$ cat src/logic/pace_port_params.svh
// timing constants, field positions and reset values of the pace-detection serial port
`ifndef PACE_PORT_PARAMS_SVH
`define PACE_PORT_PARAMS_SVH

`define SYS_CLK_PERIOD_PS    4000
`define PORT_CLK_HALF_PS     24414
`define PORT_CLK_HALF_CYCLES (`PORT_CLK_HALF_PS / `SYS_CLK_PERIOD_PS)
`define FRAME_PERIOD_PS      7812500
`define FRAME_CYCLES         (`FRAME_PERIOD_PS / `SYS_CLK_PERIOD_PS)
`define SELECT_HOLD_HALVES   2
`define WORD_BITS            16
`define WORDS_PER_FRAME      7
`define ACQ_CTL_WIDTH        8
`define ACQ_CTL_HIGH_PERF    3
`define HEADER_WORD_DEFAULT  16'h8000
`define CRC_INIT             16'hffff
`define CRC_POLY             16'h1021

`endif

$ cat src/logic/pace_port_pkg.sv
// types shared by the pace-detection serial port
package pace_port_pkg;

  typedef struct packed {
    logic [15:0] channel_one_word;
    logic [15:0] channel_two_word;
    logic [15:0] channel_three_word;
  } ecg_sample_t;

  typedef enum logic [2:0] {
    ST_IDLE  = 3'b000,
    ST_SETUP = 3'b001,
    ST_LOW   = 3'b011,
    ST_HIGH  = 3'b010,
    ST_HOLD  = 3'b110,
    ST_GAP   = 3'b111
  } port_state_t;

endpackage : pace_port_pkg

$ cat src/logic/frame_crc16.sv
// serial crc-16 over the bits of one frame
`timescale 1ns/1ps
`include "pace_port_params.svh"

module frame_crc16 (
  // clock and reset
  input  wire logic        clk_sys_in,
  input  wire logic        arst_n_in,
  // bit stream
  input  wire logic        clear_in,
  input  wire logic        shift_in,
  input  wire logic        bit_in,
  // result
  output logic [15:0]      crc_out
);

  logic fb;

  assign fb = bit_in ^ crc_out[15];

  always_ff @(posedge clk_sys_in or negedge arst_n_in) begin
    if (!arst_n_in) begin
      crc_out <= `CRC_INIT;
    end else if (clear_in) begin
      crc_out <= `CRC_INIT;
    end else if (shift_in) begin
      crc_out <= {crc_out[14:0], 1'b0} ^ (fb ? `CRC_POLY : 16'h0000);
    end
  end

endmodule : frame_crc16

$ cat src/logic/pace_port_master.sv
// serial master that streams ecg frames to an external pace-detection processor
`timescale 1ns/1ps
`include "pace_port_params.svh"

module pace_port_master
  import pace_port_pkg::*;
#(
  parameter int          HALF_CYCLES  = `PORT_CLK_HALF_CYCLES,
  parameter int          FRAME_CYCLES = `FRAME_CYCLES,
  parameter logic [15:0] HEADER_WORD  = `HEADER_WORD_DEFAULT
) (
  // clock and reset
  input  wire logic                      clk_sys_in,
  input  wire logic                      arst_n_in,
  // control
  input  wire logic [`ACQ_CTL_WIDTH-1:0] acquisition_control_in,
  input  wire logic                      per_word_select_mode_in,
  // sample source
  input  wire ecg_sample_t               sample_in,
  // serial port
  output logic                           pace_port_select_n_out,
  output logic                           pace_port_clock_out,
  output logic                           pace_port_data_out,
  // status
  output logic                           frame_start_out
);

  port_state_t state_q;
  logic [11:0] frame_cnt_q;
  logic [7:0]  div_cnt_q;
  logic [3:0]  bit_cnt_q;
  logic [2:0]  word_cnt_q;
  logic [1:0]  hold_cnt_q;
  logic [15:0] shift_q;
  logic        per_word_q;
  ecg_sample_t sample_q;
  logic        frame_tick;
  logic        half_tick;
  logic        start;
  logic        last_bit;
  logic        crc_shift;
  logic [15:0] crc_value;
  logic [15:0] next_word;

  // terminal counts of the counters
  localparam logic [11:0] FRAME_LAST = 12'(FRAME_CYCLES - 1);
  localparam logic [7:0]  HALF_LAST  = 8'(HALF_CYCLES - 1);
  localparam logic [3:0]  BIT_LAST   = 4'(`WORD_BITS - 1);
  localparam logic [2:0]  WORD_LAST  = 3'(`WORDS_PER_FRAME - 1);
  localparam logic [1:0]  HOLD_LAST  = 2'(`SELECT_HOLD_HALVES - 1);

  // frame timer free-running at the frame rate
  assign frame_tick = (frame_cnt_q == FRAME_LAST);
  assign start      = frame_tick && (state_q == ST_IDLE)
                      && acquisition_control_in[`ACQ_CTL_HIGH_PERF];
  assign half_tick  = (state_q != ST_IDLE) && (div_cnt_q == HALF_LAST);
  assign last_bit   = (bit_cnt_q == BIT_LAST);
  assign crc_shift  = half_tick && ((state_q == ST_SETUP) || (state_q == ST_HIGH))
                      && (word_cnt_q < WORD_LAST);

  // word order within a packet
  always_comb begin
    case (word_cnt_q)
      3'h0:    next_word = sample_q.channel_one_word;
      3'h1:    next_word = sample_q.channel_two_word;
      3'h2:    next_word = sample_q.channel_three_word;
      3'h5:    next_word = crc_value;
      default: next_word = 16'h0000;
    endcase
  end

  // frame timer counter
  always_ff @(posedge clk_sys_in or negedge arst_n_in) begin
    if (!arst_n_in) begin
      frame_cnt_q <= 12'h000;
    end else if (frame_tick) begin
      frame_cnt_q <= 12'h000;
    end else begin
      frame_cnt_q <= frame_cnt_q + 12'h001;
    end
  end

  // half-period divider for the port clock
  always_ff @(posedge clk_sys_in or negedge arst_n_in) begin
    if (!arst_n_in) begin
      div_cnt_q <= 8'h00;
    end else if (start || half_tick) begin
      div_cnt_q <= 8'h00;
    end else if (state_q != ST_IDLE) begin
      div_cnt_q <= div_cnt_q + 8'h01;
    end
  end

  // frame contents and mode captured at start
  always_ff @(posedge clk_sys_in or negedge arst_n_in) begin
    if (!arst_n_in) begin
      sample_q   <= '0;
      per_word_q <= 1'b0;
    end else if (start) begin
      sample_q   <= sample_in;
      per_word_q <= per_word_select_mode_in;
    end
  end

  // start strobe for status
  always_ff @(posedge clk_sys_in or negedge arst_n_in) begin
    if (!arst_n_in) begin
      frame_start_out <= 1'b0;
    end else begin
      frame_start_out <= start;
    end
  end

  // half-period count for word gap and final select hold
  always_ff @(posedge clk_sys_in or negedge arst_n_in) begin
    if (!arst_n_in) begin
      hold_cnt_q <= 2'h0;
    end else if (state_q == ST_LOW) begin
      hold_cnt_q <= 2'h0;
    end else if (half_tick && ((state_q == ST_GAP) || (state_q == ST_HOLD))) begin
      hold_cnt_q <= hold_cnt_q + 2'h1;
    end
  end

  // sequencer
  always_ff @(posedge clk_sys_in or negedge arst_n_in) begin
    if (!arst_n_in) begin
      state_q                <= ST_IDLE;
      bit_cnt_q              <= 4'h0;
      word_cnt_q             <= 3'h0;
      shift_q                <= 16'h0000;
      pace_port_select_n_out <= 1'b1;
      pace_port_clock_out    <= 1'b1;
      pace_port_data_out     <= 1'b0;
    end else begin
      case (state_q)
        ST_IDLE: begin
          if (start) begin
            state_q                <= ST_SETUP;
            bit_cnt_q              <= 4'h0;
            word_cnt_q             <= 3'h0;
            shift_q                <= HEADER_WORD;
            pace_port_data_out     <= HEADER_WORD[15];
            pace_port_select_n_out <= 1'b0;
          end
        end
        ST_SETUP, ST_HIGH: begin
          if (half_tick) begin
            state_q             <= ST_LOW;
            pace_port_clock_out <= 1'b0;
          end
        end
        ST_LOW: begin
          if (half_tick) begin
            pace_port_clock_out <= 1'b1;
            if (!last_bit) begin
              state_q            <= ST_HIGH;
              bit_cnt_q          <= bit_cnt_q + 4'h1;
              shift_q            <= {shift_q[14:0], 1'b0};
              pace_port_data_out <= shift_q[14];
            end else if (word_cnt_q == WORD_LAST) begin
              state_q <= ST_HOLD;
            end else if (per_word_q) begin
              state_q <= ST_GAP;
            end else begin
              state_q            <= ST_HIGH;
              bit_cnt_q          <= 4'h0;
              word_cnt_q         <= word_cnt_q + 3'h1;
              shift_q            <= next_word;
              pace_port_data_out <= next_word[15];
            end
          end
        end
        ST_GAP: begin
          if (half_tick) begin
            if (hold_cnt_q == 2'h0) begin
              pace_port_select_n_out <= 1'b1;
            end else begin
              state_q                <= ST_SETUP;
              bit_cnt_q              <= 4'h0;
              word_cnt_q             <= word_cnt_q + 3'h1;
              shift_q                <= next_word;
              pace_port_data_out     <= next_word[15];
              pace_port_select_n_out <= 1'b0;
            end
          end
        end
        ST_HOLD: begin
          if (half_tick) begin
            if (hold_cnt_q == HOLD_LAST) begin
              state_q                <= ST_IDLE;
              pace_port_select_n_out <= 1'b1;
              pace_port_data_out     <= 1'b0;
            end
          end
        end
        default: begin
          state_q                <= ST_IDLE;
          pace_port_select_n_out <= 1'b1;
          pace_port_clock_out    <= 1'b1;
        end
      endcase
    end
  end

  // crc over header, ecg words and the two zero words
  frame_crc16 u_crc (
    .clk_sys_in (clk_sys_in),
    .arst_n_in  (arst_n_in),
    .clear_in   (start),
    .shift_in   (crc_shift),
    .bit_in     (pace_port_data_out),
    .crc_out    (crc_value)
  );

endmodule : pace_port_master

$ cat config.mk
export PLATFORM = sky130hd
export DESIGN_NAME = pace_port_master
export DESIGN_NICKNAME = d
export VERILOG_FILES = /design/src/logic/pace_port_pkg.sv /design/src/logic/frame_crc16.sv /design/src/logic/pace_port_master.sv
export VERILOG_INCLUDE_DIRS = /design/src /design/src/logic
export SDC_FILE = /design/constraint.sdc
export NUM_CORES = 1
export LEC_CHECK = 0
export ABC_AREA = 1
export BUFFER_PORTS_ARGS = -buffer_cell sky130_fd_sc_hd__buf_2
export CORE_AREA = 3 3 108 110
export CTS_CLUSTER_DIAMETER = 40
export CTS_CLUSTER_SIZE = 14
export DETAILED_ROUTE_END_ITERATION = 8
export DIE_AREA = 0 0 111 113
export PLACE_DENSITY_LB_ADDON = 0.15
export RECOVER_POWER = 100
export SYNTH_ARGS = -nofsm -noshare
export SYNTH_HDL_FRONTEND = slang
export SYNTH_SLANG_ARGS = --single-unit
$ cat constraint.sdc
create_clock -name clk_sys_in -period 2.2 [get_ports clk_sys_in]
set_clock_uncertainty 0.1 [all_clocks]
set_input_delay 0.55 -clock clk_sys_in [delete_from_list [all_inputs] [get_ports clk_sys_in]]
set_output_delay 0.55 -clock clk_sys_in [all_outputs]
set_load 0.05 [all_outputs]
==> results.toml <==
[global_routing]
grt_usage_pct = 21.8
antenna_found_initial = 0
grt_max_degree = 50
grt_pass1_vias = 4706
grt_pass1_wl_mm = 22.0
grt-ovfl-total = 0

[drt]
vias_per_cell = 5.17
drt_wl_total_mm = 12.9
drcViolationCount = 0
route.antenna.remaining_nets = 0
num_vias = 4916
drtPass1Iterations = 4
wire_per_inst_um = 13.6
dr.first_iter.drc_count = 272

[clocking]
cts_tree = "done"
numCtsBuffers = 17
cts-root-buf = "clkbuf_8"
ctsHtreeMaxLevel = 4
post_cts_buffers = 0
clk_path_buf_depth = 2
clk_pin_slew_ps = 60
clock-sinks = 116
clock_latency_ps = 530

[critical_path]
critical_path_class = "reg -> reg"
setup.worst_path.end_class = "flop"
startpoint_type = "flop"
crit_arrival_ps = 2370
critical_path_required_ps = 2550
cp_max_fo = 16

[synth]
synthTopCellsByArea = "dfrtp_1 (42%), nand2_1 (19%), dfstp_2 (8.0%)"
synth-seq-cells = 116
syn-cell-area_mm2 = 0.00590
synth_most_common_cell = "nand2_1"
synth_edf_count = 0
mappedNetlistNets = 801
yosysTopAreaCell = "dfrtp_1"
synth.distinct_cells = 42
syn_avg_cell_area_um2 = 8.08
ys_warn_count = 0
synth.top_cell.area_share_pct = 41.5
ys.flop_type = "dfrtp_1"
ys_async_sr_fraction_pct = 100
ys_top_cells_by_count = "nand2_1 (296), dfrtp_1 (98), inv_1 (67)"
synthCells = 731
ys_seq_area_share_pct = 49.6

[placement]
io_buffers = 55
dp_hpwl_mm = 9.27
gpl.final_weighted_congestion = 0.876

[floorplan]
core_mm2 = 0.0108
initial_utilization_pct = 54.7
die_w_um = 111
rows = 38
die_area_mm2 = 0.0125
ios = 63
dieHeight_um = 113

[power_and_ir_drop]
p_per_area_mw_per_mm2 = 697
power.leakage_nw = 3.62
report.power.total_mw = 4.79
max-vdd-ir-drop_uv = 597

[layout]
syn2layout_area_growth_pct = 16.3
utilization_pct = 63.6
final_nets = 867
n_antenna_cell = 0
drive_above_1_share_pct = 18.1

[timing]
slew_headroom_pct = 12.0
finalCriticalPeriod_ps = 2020
setup_tns_ps = 0
finalHoldViolations = 0
rsz0062_at_grt = "false"
finalMaxSlewViolations = 0
worst_slew_pin_slew_ps = 1320
fmax_mhz = 496
period_share_pct = 91.7
setup_viol = 0

[run]
max_cap_violations = 0

[worst_hold_path]
min_path_type = "in -> reg"

[status]
status = "finished clean"
## kinds of logic (layout without fill, tap and decap cells)
family	after synthesis	after routing	synth area share (%)
flops	116	116	49.6
buf+inv	99	178	7.48
fa+ha+maj	11	11	2.33
simple gates	411	411	30.1
xor+xnor	7	7	1.04
compound gates	87	87	9.52
## sequential cells by signal (all words and copies together), names as in the netlist, 2 cells and up
register	cells
state_q	3
hold_cnt_q	2
u_crc.crc_out	16
frame_cnt_q	12
bit_cnt_q	4
shift_q	15
sample_q	48
word_cnt_q	3
div_cnt_q	8
## power breakdown
group	internal, mW	switching (mW)	total [mW]
combinational	0.0406	0.0555	0.0961
clock	1.64	0.912	2.55
sequential	2.14	0	2.14
## worst max-delay path, stage by stage (launching register included)
cell	delay [ps]
dfrtp_1	390
inv_1	80
ha_1	140
inv_1	40
nor2_1	100
nand2_1	170
inv_2	180
nand4_4	230
or2_2	350
o21ai_0	80
inv_1	70
## area by class of cell
type,count,area (µm²)
multi-input combinational,516,2490
timing repair buffer,72,443
sequential,116,2930
clock buffer,28,505
inverter,74,278
clock inverter,4,45.0
fill,916,3930
tap,140,175
## timing repair
| item | 4_1_cts | 5_1_grt |
|---|---|---|
| hold endpoints to repair | 16 | 0 |
| resized for setup | 0 | 3 |
| setup endpoints to repair | 0 | 19 |
| hold buffers | 1 | 0 |
## placed cells by master, fill, tap and decap left out, drive strengths merged
cell type,Yosys,layout
nand3,34,34
nand2,304,304
xor2,3,3
nand3b,2,2
o22ai,3,3
a22oi,15,15
o2111ai,1,1
a2bb2oi,2,2
nor3,5,5
bufinv,0,1
dfstp,18,18
xnor2,4,4
o211ai,1,1
dfrtp,98,98
o21ai,49,49
a31oi,1,1
or2,10,10
a21oi,14,14
nor2,37,37
o31ai,1,1
dlygate4sd3,0,1
clkinv,1,4
buf,21,63
inv,73,73
nor4,1,1
clkbuf,4,36
nand4,17,17
ha,11,11
nor3b,1,1
## path summary, 6_finish.rpt
path                                                from                      endpoint  slack (ps)  cells past startpoint
worst max-delay path            div_cnt_q[1]$_DFFE_PN0P_  u_crc.crc_out[7]$_DFFE_PN1P_         180                     10
worst min register to register  frame_cnt_q[0]$_DFF_PN0_      frame_cnt_q[0]$_DFF_PN0_         380                      1
max in group asynchronous                      arst_n_in  u_crc.crc_out[4]$_DFFE_PN1P_         320                      3
worst min-delay path                        sample_in[7]       sample_q[7]$_DFFE_PN0P_         110                      3
worst max register to register  div_cnt_q[1]$_DFFE_PN0P_  u_crc.crc_out[7]$_DFFE_PN1P_         180                     10
min in group asynchronous                      arst_n_in        state_q[2]$_DFFE_PN0P_         750                      2
## metrics by stage
stage	hold WS (ps)	std cells	cell area (µm²)	worst slack [ps]
after global routing	109	950	6870	6.33
after detailed placement	361	917	6360	106
after CTS	86.0	950	6920	83.5
after floorplan	154	731	5900	413
after global placement	360	917	6360	191
final	111	950	6870	182
## routing by layer
metal  GRT usage, %  part of all wire (%)  vias up
li1               -                     -     2458
met1           30.2                    47     2339
met2           33.5                    47      100
met3           5.03                   4.6       19
met4           8.95                   1.7        0
met5              0                     0        -
Power figures use the tool's default switching activity.
